`src/hw/rstpwr_pkg.sv`:
```
// Package: constants and carriers for reset and low-power control
package rstpwr_pkg;
  localparam int MCLK_HZ = 100_000_000;
  localparam int OSC_PER_MACHINE = 12;
  localparam int RESET_MIN_OSC_PERIODS = 24;
  // Oscillator-period count; each osc period is one MCLK cycle here
  localparam int RESET_MIN_CYCLES = RESET_MIN_OSC_PERIODS;
  localparam int WAKE_STABLE_MS = 10;
  localparam int WAKE_STABLE_CYCLES = (MCLK_HZ / 1000) * WAKE_STABLE_MS;
  localparam int RCNT_W = 6;
  localparam int OSC_STARTUP_CYCLES = 64;

  // APB register map
  localparam logic [7:0] ADDR_PCTRL = 8'h00;
  localparam logic [7:0] ADDR_STATUS = 8'h04;
  localparam logic [7:0] ADDR_IRQCFG = 8'h08;
  localparam int PCTRL_IDLE_BIT = 0;
  localparam int PCTRL_PD_BIT = 1;
  localparam int PCTRL_GF0_BIT = 2;
  localparam int PCTRL_GF1_BIT = 3;
  localparam logic [3:0] PCTRL_RST = 4'h0;
  localparam int IRQ_EN0_BIT = 0;
  localparam int IRQ_EN1_BIT = 1;
  localparam int IRQ_LVL0_BIT = 2;
  localparam int IRQ_LVL1_BIT = 3;
  localparam logic [3:0] IRQCFG_RST = 4'h0;
  localparam logic [7:0] PORT_RST = 8'hff;

  typedef enum logic [4:0] {
    ST_RESET = 5'h01,
    ST_RUN   = 5'h02,
    ST_IDLE  = 5'h04,
    ST_PDOWN = 5'h08,
    ST_EMUL  = 5'h10
  } pmode_e;

  typedef struct packed {
    logic [7:0] p0_o;
    logic p0_oe;
    logic [7:0] p1_o;
    logic [7:0] p2_o;
    logic [7:0] p3_o;
    logic weak_pull;
  } portdrv_s;
endpackage

```
`src/hw/pin_sync.sv`:
```
// Three-stage pin synchroniser with agreement filter
`timescale 1ns/100ps
`default_nettype none
module pin_sync #(
  parameter int W = 1,
  parameter logic [W-1:0] INIT = '0
) (
  input wire logic clk,
  input wire logic rst,
  input wire logic ce,
  input wire logic [W-1:0] din,
  output logic [W-1:0] dout
);
  logic [W-1:0] s1_ff, s2_ff, s3_ff, q_ff;
  logic [W-1:0] nxt_q;
  always_comb begin
    nxt_q = q_ff;
    for (int i = 0; i < W; i++) begin
      if (s2_ff[i] == s3_ff[i]) begin
        nxt_q[i] = s3_ff[i];
      end
    end
  end
  always_ff @(posedge clk or posedge rst) begin
    if (rst) begin
      s1_ff <= INIT;
      s2_ff <= INIT;
      s3_ff <= INIT;
      q_ff <= INIT;
    end else if (ce) begin
      s1_ff <= din;
      s2_ff <= s1_ff;
      s3_ff <= s2_ff;
      q_ff <= nxt_q;
    end
  end
  assign dout = q_ff;
endmodule // pin_sync
`default_nettype wire

```
`src/hw/rstpwr_ctrl.sv`:
```
// Reset, idle, power-down and emulation-mode controller
//
// Implementation choices: the register offsets and the APB register port.
`timescale 1ns/100ps
`default_nettype none
module rstpwr_ctrl
  import rstpwr_pkg::*;
#(
  parameter int WAKE_CYCLES = WAKE_STABLE_CYCLES,
  parameter int STARTUP_CYCLES = OSC_STARTUP_CYCLES
) (
  input wire logic MCLK,
  input wire logic RST,
  input wire logic CE,
  input wire logic RST_PIN,
  input wire logic OSC_INPUT_PIN,
  output logic OSC_OUTPUT_PIN,
  output logic OSC_DIV2,
  output logic OSC_RUN,
  input wire logic EXT_IRQ_ZERO_N,
  input wire logic EXT_IRQ_ONE_N,
  input wire logic ALE_PIN_I,
  input wire logic PROGRAM_STORE_STROBE_I,
  output logic ALE_O,
  output logic ALE_OE,
  output logic PROGRAM_STORE_STROBE_O,
  output logic PROGRAM_STORE_STROBE_OE,
  output logic STROBE_WEAK_PULL,
  input wire logic EXT_PROG_MEM,
  input wire logic INSTR_DONE,
  input wire logic IRQ_PENDING,
  input wire logic [7:0] CPU_P0,
  input wire logic [7:0] CPU_P1,
  input wire logic [7:0] CPU_P2,
  input wire logic [7:0] CPU_P3,
  input wire logic [7:0] ADDR_HI,
  input wire logic CPU_ALE,
  input wire logic CPU_PSTROBE,
  output portdrv_s PORT_DRV,
  output logic CPU_HALT,
  output logic SPECIAL_FUNCTION_REGISTER_RESET,
  output logic WAKE_IRQ,
  input wire logic PSEL,
  input wire logic PENABLE,
  input wire logic PWRITE,
  input wire logic [7:0] PADDR,
  input wire logic [31:0] PWDATA,
  output logic [31:0] PRDATA,
  output logic PREADY,
  output logic PSLVERR
);
  localparam int WCNT_W = $clog2(WAKE_CYCLES + 1) + 1;

  function automatic logic irq_wake(input logic [3:0] cfg, input logic n0, input logic n1);
    irq_wake = (cfg[IRQ_EN0_BIT] & cfg[IRQ_LVL0_BIT] & ~n0) | (cfg[IRQ_EN1_BIT] & cfg[IRQ_LVL1_BIT] & ~n1);
  endfunction

  ////////////////////////////////////////////////////////////////////////////
  // Pin synchronisers
  logic rst_s, irq0_s, irq1_s, ale_s, pstrobe_s;
  pin_sync #(.W(5), .INIT(5'h1f)) u_sync (
    .clk(MCLK),
    .rst(RST),
    .ce(CE),
    .din({RST_PIN, EXT_IRQ_ZERO_N, EXT_IRQ_ONE_N, ALE_PIN_I, PROGRAM_STORE_STROBE_I}),
    .dout({rst_s, irq0_s, irq1_s, ale_s, pstrobe_s})
  );

  ////////////////////////////////////////////////////////////////////////////
  // State
  pmode_e st_ff, nxt_st;
  logic [RCNT_W-1:0] rcnt_ff, nxt_rcnt;
  logic [WCNT_W-1:0] wcnt_ff, nxt_wcnt;
  logic [3:0] pctrl_ff, nxt_pctrl;
  logic [3:0] irqcfg_ff, nxt_irqcfg;
  logic div_ff, nxt_div;
  logic osc_ff, nxt_osc;
  logic emul_arm_ff, nxt_emul_arm;
  logic wake_ff, nxt_wake;
  logic [31:0] prdata_ff, nxt_prdata;
  logic reset_hit;
  logic apb_wr, apb_rd, addr_ok;

  assign reset_hit = rst_s && (rcnt_ff >= RCNT_W'(RESET_MIN_CYCLES - 1));
  assign addr_ok = (PADDR == ADDR_PCTRL) || (PADDR == ADDR_STATUS) || (PADDR == ADDR_IRQCFG);
  assign apb_wr = PSEL && PENABLE && PWRITE && CE;
  // Read data caught at the setup edge so it stands through the access phase
  assign apb_rd = PSEL && !PENABLE && !PWRITE && CE;

  always_comb begin
    nxt_st = st_ff;
    nxt_rcnt = rst_s ? ((rcnt_ff == '1) ? rcnt_ff : rcnt_ff + 1'b1) : '0;
    nxt_wcnt = wcnt_ff;
    nxt_pctrl = pctrl_ff;
    nxt_irqcfg = irqcfg_ff;
    nxt_div = osc_ff ? ~div_ff : div_ff;
    nxt_osc = osc_ff;
    nxt_emul_arm = emul_arm_ff;
    nxt_wake = 1'b0;
    nxt_prdata = prdata_ff;
    if (apb_wr && PADDR == ADDR_PCTRL) begin
      nxt_pctrl = PWDATA[3:0];
    end
    if (apb_wr && PADDR == ADDR_IRQCFG) begin
      nxt_irqcfg = PWDATA[3:0];
    end
    if (apb_rd) begin
      case (PADDR)
        ADDR_PCTRL: nxt_prdata = {28'h0, pctrl_ff};
        ADDR_STATUS: nxt_prdata = {26'h0, osc_ff, st_ff};
        ADDR_IRQCFG: nxt_prdata = {28'h0, irqcfg_ff};
        default: nxt_prdata = 32'h0;
      endcase
    end
    case (st_ff)
      ST_RESET: begin
        nxt_osc = 1'b1;
        // Strap caught while in reset, sampled at release
        nxt_emul_arm = ~ale_s & pstrobe_s;
        if (!rst_s) begin
          nxt_st = (emul_arm_ff && !ale_s) ? ST_EMUL : ST_RUN;
        end
      end
      ST_RUN: begin
        if (INSTR_DONE && pctrl_ff[PCTRL_PD_BIT]) begin
          nxt_st = ST_PDOWN;
          nxt_osc = 1'b0;
        end else if (INSTR_DONE && pctrl_ff[PCTRL_IDLE_BIT]) begin
          nxt_st = ST_IDLE;
        end
      end
      ST_IDLE: begin
        if (IRQ_PENDING) begin
          nxt_st = ST_RUN;
          nxt_pctrl[PCTRL_IDLE_BIT] = 1'b0;
        end
      end
      ST_PDOWN: begin
        // Low level restarts the oscillator, high completes the exit
        if (irq_wake(irqcfg_ff, irq0_s, irq1_s)) begin
          nxt_osc = 1'b1;
          nxt_wcnt = (wcnt_ff == '1) ? wcnt_ff : wcnt_ff + 1'b1;
        end else if (osc_ff && wcnt_ff >= WCNT_W'(STARTUP_CYCLES)) begin
          nxt_st = ST_RUN;
          nxt_pctrl[PCTRL_PD_BIT] = 1'b0;
          nxt_wake = 1'b1;
          nxt_wcnt = '0;
        end else if (osc_ff) begin
          // Released too soon: oscillator not stable, stop again
          nxt_osc = 1'b0;
          nxt_wcnt = '0;
        end
      end
      ST_EMUL: begin
        nxt_st = ST_EMUL;
      end
      default: nxt_st = ST_RESET;
    endcase
    if (reset_hit) begin
      nxt_st = ST_RESET;
      nxt_pctrl = PCTRL_RST;
      nxt_irqcfg = IRQCFG_RST;
      nxt_osc = 1'b1;
      nxt_wcnt = '0;
    end
  end

  always_ff @(posedge MCLK or posedge RST) begin
    if (RST) begin
      st_ff <= ST_RESET;
      rcnt_ff <= '0;
      wcnt_ff <= '0;
      pctrl_ff <= PCTRL_RST;
      irqcfg_ff <= IRQCFG_RST;
      div_ff <= 1'b0;
      osc_ff <= 1'b1;
      emul_arm_ff <= 1'b0;
      wake_ff <= 1'b0;
      prdata_ff <= 32'h0;
    end else if (CE) begin
      st_ff <= nxt_st;
      rcnt_ff <= nxt_rcnt;
      wcnt_ff <= nxt_wcnt;
      pctrl_ff <= nxt_pctrl;
      irqcfg_ff <= nxt_irqcfg;
      div_ff <= nxt_div;
      osc_ff <= nxt_osc;
      emul_arm_ff <= nxt_emul_arm;
      wake_ff <= nxt_wake;
      prdata_ff <= nxt_prdata;
    end
  end

  ////////////////////////////////////////////////////////////////////////////
  // Outputs
  assign OSC_OUTPUT_PIN = osc_ff & ~OSC_INPUT_PIN;
  assign OSC_DIV2 = div_ff;
  assign OSC_RUN = osc_ff;
  assign CPU_HALT = (st_ff != ST_RUN);
  assign SPECIAL_FUNCTION_REGISTER_RESET = (st_ff == ST_RESET);
  assign WAKE_IRQ = wake_ff;
  assign PRDATA = prdata_ff;
  // No transfer completes while frozen; CE must not fall between setup and access
  assign PREADY = CE;
  assign PSLVERR = PSEL && PENABLE && !addr_ok;

  always_comb begin
    PORT_DRV.p0_o = CPU_P0;
    PORT_DRV.p0_oe = 1'b1;
    PORT_DRV.p1_o = CPU_P1;
    PORT_DRV.p2_o = CPU_P2;
    PORT_DRV.p3_o = CPU_P3;
    PORT_DRV.weak_pull = 1'b0;
    ALE_O = CPU_ALE;
    PROGRAM_STORE_STROBE_O = CPU_PSTROBE;
    ALE_OE = 1'b1;
    PROGRAM_STORE_STROBE_OE = 1'b1;
    STROBE_WEAK_PULL = 1'b0;
    case (st_ff)
      ST_IDLE: begin
        ALE_O = 1'b1;
        PROGRAM_STORE_STROBE_O = 1'b1;
        PORT_DRV.p0_oe = ~EXT_PROG_MEM;
        if (EXT_PROG_MEM) begin
          PORT_DRV.p2_o = ADDR_HI;
        end
      end
      ST_PDOWN: begin
        ALE_O = 1'b0;
        PROGRAM_STORE_STROBE_O = 1'b0;
        PORT_DRV.p0_oe = ~EXT_PROG_MEM;
      end
      ST_EMUL: begin
        PORT_DRV.p0_oe = 1'b0;
        PORT_DRV.weak_pull = 1'b1;
        PORT_DRV.p1_o = PORT_RST;
        PORT_DRV.p2_o = PORT_RST;
        PORT_DRV.p3_o = PORT_RST;
        ALE_OE = 1'b0;
        PROGRAM_STORE_STROBE_OE = 1'b0;
        STROBE_WEAK_PULL = 1'b1;
      end
      default: begin
      end
    endcase
    if (RST_PIN || RST) begin
      // Asynchronous: raw pin, no clock edge needed
      PORT_DRV.p1_o = PORT_RST;
      PORT_DRV.p2_o = PORT_RST;
      PORT_DRV.p3_o = PORT_RST;
    end
  end

  ////////////////////////////////////////////////////////////////////////////
  // Assertions
  a_ports_async: assert property (@(posedge MCLK) RST_PIN |-> PORT_DRV.p1_o == PORT_RST && PORT_DRV.p3_o == PORT_RST)
    else $error("ports not forced during reset");
  a_reset_len: assert property (@(posedge MCLK) disable iff (RST)
    (CE && rst_s && rcnt_ff == RCNT_W'(RESET_MIN_CYCLES - 1)) |=> st_ff == ST_RESET && pctrl_ff == PCTRL_RST)
    else $error("held reset not taken");
  a_idle_enter: assert property (@(posedge MCLK) disable iff (RST)
    (CE && st_ff == ST_RUN && INSTR_DONE && pctrl_ff[PCTRL_IDLE_BIT] && !pctrl_ff[PCTRL_PD_BIT] && !reset_hit)
    |=> st_ff == ST_IDLE)
    else $error("idle not entered");
  a_idle_halt: assert property (@(posedge MCLK) disable iff (RST)
    st_ff == ST_IDLE |-> CPU_HALT && !SPECIAL_FUNCTION_REGISTER_RESET)
    else $error("cpu not held in idle");
  a_idle_wake: assert property (@(posedge MCLK) disable iff (RST)
    (CE && st_ff == ST_IDLE && IRQ_PENDING && !reset_hit) |=> st_ff == ST_RUN)
    else $error("idle not left on interrupt");
  a_pd_osc: assert property (@(posedge MCLK) disable iff (RST)
    (CE && $rose(st_ff == ST_PDOWN)) |-> !osc_ff)
    else $error("oscillator runs in power-down");
  a_pd_strobes: assert property (@(posedge MCLK) disable iff (RST)
    st_ff == ST_PDOWN |-> !ALE_O && !PROGRAM_STORE_STROBE_O && (PORT_DRV.p0_oe == !EXT_PROG_MEM))
    else $error("power-down pin state wrong");
  a_idle_strobes: assert property (@(posedge MCLK) disable iff (RST)
    st_ff == ST_IDLE && EXT_PROG_MEM |-> ALE_O && PROGRAM_STORE_STROBE_O && PORT_DRV.p2_o == ADDR_HI)
    else $error("idle pin state wrong");
  a_emul_hold: assert property (@(posedge MCLK) disable iff (RST)
    (CE && st_ff == ST_EMUL && !reset_hit) |=> st_ff == ST_EMUL)
    else $error("emulation left without reset");
  a_emul_pins: assert property (@(posedge MCLK) disable iff (RST)
    st_ff == ST_EMUL |-> !PORT_DRV.p0_oe && PORT_DRV.weak_pull && OSC_RUN)
    else $error("emulation pin state wrong");
  a_pd_reset: assert property (@(posedge MCLK) disable iff (RST)
    (CE && st_ff == ST_PDOWN && reset_hit) |=> SPECIAL_FUNCTION_REGISTER_RESET && pctrl_ff == PCTRL_RST)
    else $error("reset exit incomplete");
  c_idle: cover property (@(posedge MCLK) disable iff (RST) st_ff == ST_IDLE ##1 st_ff == ST_RUN);
  c_pd_wake: cover property (@(posedge MCLK) disable iff (RST) st_ff == ST_PDOWN ##1 WAKE_IRQ);
  c_emul: cover property (@(posedge MCLK) disable iff (RST) st_ff == ST_EMUL);
endmodule // rstpwr_ctrl
`default_nettype wire

```
`config.mk`:
```
export PLATFORM = sky130hd
export DESIGN_NAME = rstpwr_ctrl
export DESIGN_NICKNAME = d
export VERILOG_FILES = /design/src/hw/rstpwr_pkg.sv /design/src/hw/pin_sync.sv /design/src/hw/rstpwr_ctrl.sv
export SDC_FILE = /design/constraint.sdc
export NUM_CORES = 1
export LEC_CHECK = 0
export BUFFER_PORTS_ARGS = -buffer_cell sky130_fd_sc_hd__buf_2
export CORE_MARGIN = 4
export CORE_UTILIZATION = 35
export CTS_CLUSTER_DIAMETER = 60
export DETAILED_ROUTE_END_ITERATION = 10
export SYNTH_ARGS = -nofsm -noshare
export SYNTH_HDL_FRONTEND = slang
export SYNTH_SLANG_ARGS = --single-unit
```
`constraint.sdc`:
```
create_clock -name MCLK -period 2.75 [get_ports MCLK]
set_input_delay 0 -clock MCLK [delete_from_list [all_inputs] [get_ports MCLK]]
set_output_delay 0 -clock MCLK [all_outputs]
set_load 0.1 [all_outputs]
```
==> run summary <==
The run finished with clean final reports. The pin count of the biggest net entering global routing is 43. The number of non-filler instances in the completed layout came out at 774. Clock-pin slew was measured on the worst setup and hold paths at 0.06 ns. The count of flip-flops with a built-in enable after synthesis came out at 0. The shortest clock period the worst path allows after layout is 2.53 ns. Dividing total power by cell area gives a power density of 741 nW/um2. The overall die height came out at 120 um. Dividing the detail-routed via count by the number of cells gives 5.16. The critical path is of the flip-flop to flip-flop type. The wire length per cell is 14.7 um. The number of instances resized during post-cts repair came out at 0. The number of I/O port buffers came out at 105. The cell type with the largest total area after synthesis is sky130_fd_sc_hd__dfrtp_1. The number of placed instances, taps included, is 748. The transition time of the tightest slew-check pin is 0.846 ns. The number of antenna diodes is 0.

The final RePlAce weighted congestion came out at 0.895. Detailed placement ended at an HPWL of 8500 um. The cell leakage power came out at 0.00238 uW.

The count of clock tree sinks came out at 70. Counting instances in the post-synthesis netlist gives the leading cell types as 54 x sky130_fd_sc_hd__nand2_1, 48 x sky130_fd_sc_hd__dfrtp_1, 38 x sky130_fd_sc_hd__buf_4, 34 x sky130_fd_sc_hd__a21oi_1, 32 x sky130_fd_sc_hd__nand3_1. The net count of the finished layout is 701.

Each instance of the synthesized netlist takes up on average 8.75 um2. The initial core utilization came out at 36.3%. In this run the deepest clock path goes through 2 buffers. The most frequently used cell type in the post-synthesis netlist is sky130_fd_sc_hd__nand2_1.

After global routing the overflow that remains totals 0. The post-synthesis sequential element count is 70. The total area inside the core boundary comes to 12,200 um2. Ranked by total cell area, the synthesized netlist is headed by sky130_fd_sc_hd__dfrtp_1 27%, sky130_fd_sc_hd__dfstp_2 13%, sky130_fd_sc_hd__buf_4 6.5%. The I/O pin total came out at 176. The normalized max-slew margin is 43.4%.

The number of routed nets with antenna violations is 0. The area added between synthesis and finish came out at 24.8%. For this design, the CTS-stage hold fixing added 10 buffers. The count of warnings emitted by yosys is 0.

The number of max-slew violations in the final report came out at 0. The end-of-flow core utilization is 45.2%. The signal arrival time at the worst endpoint is 2.78 ns. The initial antenna violation count came out at 0. The worst setup path is launched from a flip-flop.

In the synthesized netlist the dominant register cell turns out to be sky130_fd_sc_hd__dfrtp_1. The reported max-cap violation count is 0. The post-CTS repair timing setup buffer count is 0. The minimum setup slack in the final design is 0.223 ns. The filler cells instantiated in the layout total 1,197. The worst setup path is captured at a flip-flop. Of the post-synthesis cell area, the dominant cell type holds 27.2%. The library cell used as clock root buffer is sky130_fd_sc_hd__clkbuf_16.

The total standard cell area after synthesis came out at 4410 um2. The final hold slack is 0.0000385 ns. The post-route clock period utilization came out at 91.9%. The area of the die is 14,500 um2. In this run the worst hold path is classified as primary input to output pin. The post-route setup TNS is 0 ns. Between clock sinks in the finished design, the worst skew comes to 0.00689 ns.

The share of synthesized flip-flops with an asynchronous set or reset is 100%. The final-report setup violation count came out at 0. The fraction of the yosys area taken by sequential cells is 40.3%.

The number of rows in the core area is 40. Across every metal layer, demand over resource in global routing totals 15.4%. The overall die width is 120 um.

The H-tree depth is 3. After the first detailed-routing iteration, the DRC count stood at 218. The final wirelength came out at 11,400 um. The count of cell types in the netlist is 63. In the routed design, unresolved DRC markers number 0. The number of clock buffers inserted by TritonCTS is 9. The number of hold violations in the final report came out at 0. TritonCTS built the clock tree.

The top fanout value on the critical path came out at 6. Setup repair after global routing left no endpoint under its margin. The number of global-route vias before repair came to 3,833.

The global-route wire length before repair is 18,600 um. The total via count after detailed routing came out at 3,993. The worst setup slack before clock tree synthesis is 0.236 ns. In the final layout, the share of cells above drive strength 1 is 32.7%. The peak supply drop came out at 0.000368 V. The cell count after synthesis is 504. The timing-limited maximum frequency is 396 MHz. At the later pin of the worst-skew pair, clock insertion delay measures 0.33 ns. The number of optimization iterations in the first detailed-route pass came out at 4.

The endpoint required time on the critical path came out at 3.00 ns.
## layout by cell type (no fill, tap or decap), types with 4 or more instances in the layout
| cell | n |
|---|---|
| sky130_fd_sc_hd__o21ai_1 | 4 |
| sky130_fd_sc_hd__nor2b_1 | 4 |
| sky130_fd_sc_hd__nand3_4 | 9 |
| sky130_fd_sc_hd__a21oi_1 | 33 |
| sky130_fd_sc_hd__and4_1 | 4 |
| sky130_fd_sc_hd__nor2_1 | 24 |
| sky130_fd_sc_hd__dfrtp_1 | 48 |
| sky130_fd_sc_hd__nand3_1 | 23 |
| sky130_fd_sc_hd__inv_1 | 15 |
| sky130_fd_sc_hd__buf_4 | 10 |
| sky130_fd_sc_hd__or4_1 | 13 |
| sky130_fd_sc_hd__nand4_1 | 10 |
| sky130_fd_sc_hd__dlygate4sd3_1 | 10 |
| sky130_fd_sc_hd__nand2b_1 | 10 |
| sky130_fd_sc_hd__mux2_2 | 12 |
| sky130_fd_sc_hd__o31ai_1 | 10 |
| sky130_fd_sc_hd__nand2_1 | 54 |
| sky130_fd_sc_hd__nand2b_2 | 11 |
| sky130_fd_sc_hd__conb_1 | 26 |
| sky130_fd_sc_hd__a22o_1 | 6 |
| sky130_fd_sc_hd__buf_2 | 105 |
| sky130_fd_sc_hd__mux2i_1 | 11 |
| sky130_fd_sc_hd__o21ai_0 | 31 |
| sky130_fd_sc_hd__nor3_1 | 5 |
| sky130_fd_sc_hd__dfstp_2 | 22 |
| sky130_fd_sc_hd__clkbuf_16 | 10 |
| sky130_fd_sc_hd__a21o_1 | 4 |
| sky130_fd_sc_hd__nor4_1 | 9 |
## where the power goes
| part | internal [uW] | switching (uW) | total (uW) |
|---|---|---|---|
| logic | 404 | 1120 | 1530 |
| clock network | 677 | 462 | 1140 |
| registers | 1230 | 174 | 1410 |
| total | 2320 | 1760 | 4080 |
## flip-flops by register name (all words and copies together) (netlist names)
name,cells
OSC_DIV2,1
OSC_RUN,1
PRDATA,6
WAKE_IRQ,1
emul_arm_ff,1
irqcfg_ff,4
pctrl_ff,4
rcnt_ff,6
st_ff,5
u_sync.dout,5
u_sync.s1_ff,5
u_sync.s2_ff,5
u_sync.s3_ff,5
wcnt_ff,21
## layer usage
layer | GRT usage, % | wire (um)
met5 | 0 | 0
met2 | 25.1 | 5630
met3 | 3.09 | 580
met4 | 4.96 | 155
met1 | 20.7 | 5050
## through the flow
| step | power [uW] | cell area [um2] |
|---|---|---|
| after floorplan | 2730 | 4670 |
| after global placement | 2910 | 5100 |
| after detailed placement | 2940 | 5100 |
| after CTS | 4110 | 5500 |
| after global routing | 4290 | 5500 |
| final | 4080 | 5500 |
## kinds of logic (layout without fill, tap and decap cells)
logic type                 Yosys count  count (layout)  share of synthesized area [%]
xor gates and xnor gates             2               2                          0.397
muxes                               23              23                           5.56
and+or+nand+nor                    207             207                           25.4
other                                1              26                         0.0850
AOI/OAI and AO/OA                  116             116                           16.9
DFF                                 70              70                           40.3
adders and majority gates            3               3                          0.851
buffers and inverters               82             159                           10.4
## cell type report
| class | instances | area (um2) | share of cell area [%] |
|---|---|---|---|
| Multi-Input combinational cell | 377 | 2430 | 44.1 |
| Sequential cell | 70 | 1780 | 32.3 |
| Timing Repair Buffer | 126 | 721 | 13.1 |
| Clock buffer | 10 | 250 | 4.55 |
| Tap cell | 168 | 210 | 3.82 |
| Inverter | 17 | 67.6 | 1.23 |
| Clock inverter | 6 | 47.5 | 0.864 |
## worst max-delay path, cell delays in order, from the launching register on
cell and delay [ns]:
sky130_fd_sc_hd__dfrtp_1 0.45, sky130_fd_sc_hd__or4b_4 0.57, sky130_fd_sc_hd__a311o_1 0.41, sky130_fd_sc_hd__a2111oi_4 0.39, sky130_fd_sc_hd__or4b_1 0.47, sky130_fd_sc_hd__a21oi_1 0.16
## final timing paths
check,startpoint,endpoint,slack [ns],depth (start not counted)
worst max-delay path,st_ff[1]$_DFFE_PP0P_,wcnt_ff[18]$_DFFE_PP0P_,0.22,5
worst min-delay path,CPU_P0[5],PORT_DRV[31],0.00004,0
worst max register to register,st_ff[1]$_DFFE_PP0P_,wcnt_ff[18]$_DFFE_PP0P_,0.22,5
worst min register to register,OSC_DIV2$_DFFE_PP0P_,OSC_DIV2$_DFFE_PP0P_,0.47,1
max in group asynchronous,RST,st_ff[0]$_DFFE_PP1P_,1.73,4
min in group asynchronous,RST,OSC_DIV2$_DFFE_PP0P_,0.32,3
(Power assumes the default switching activity.)
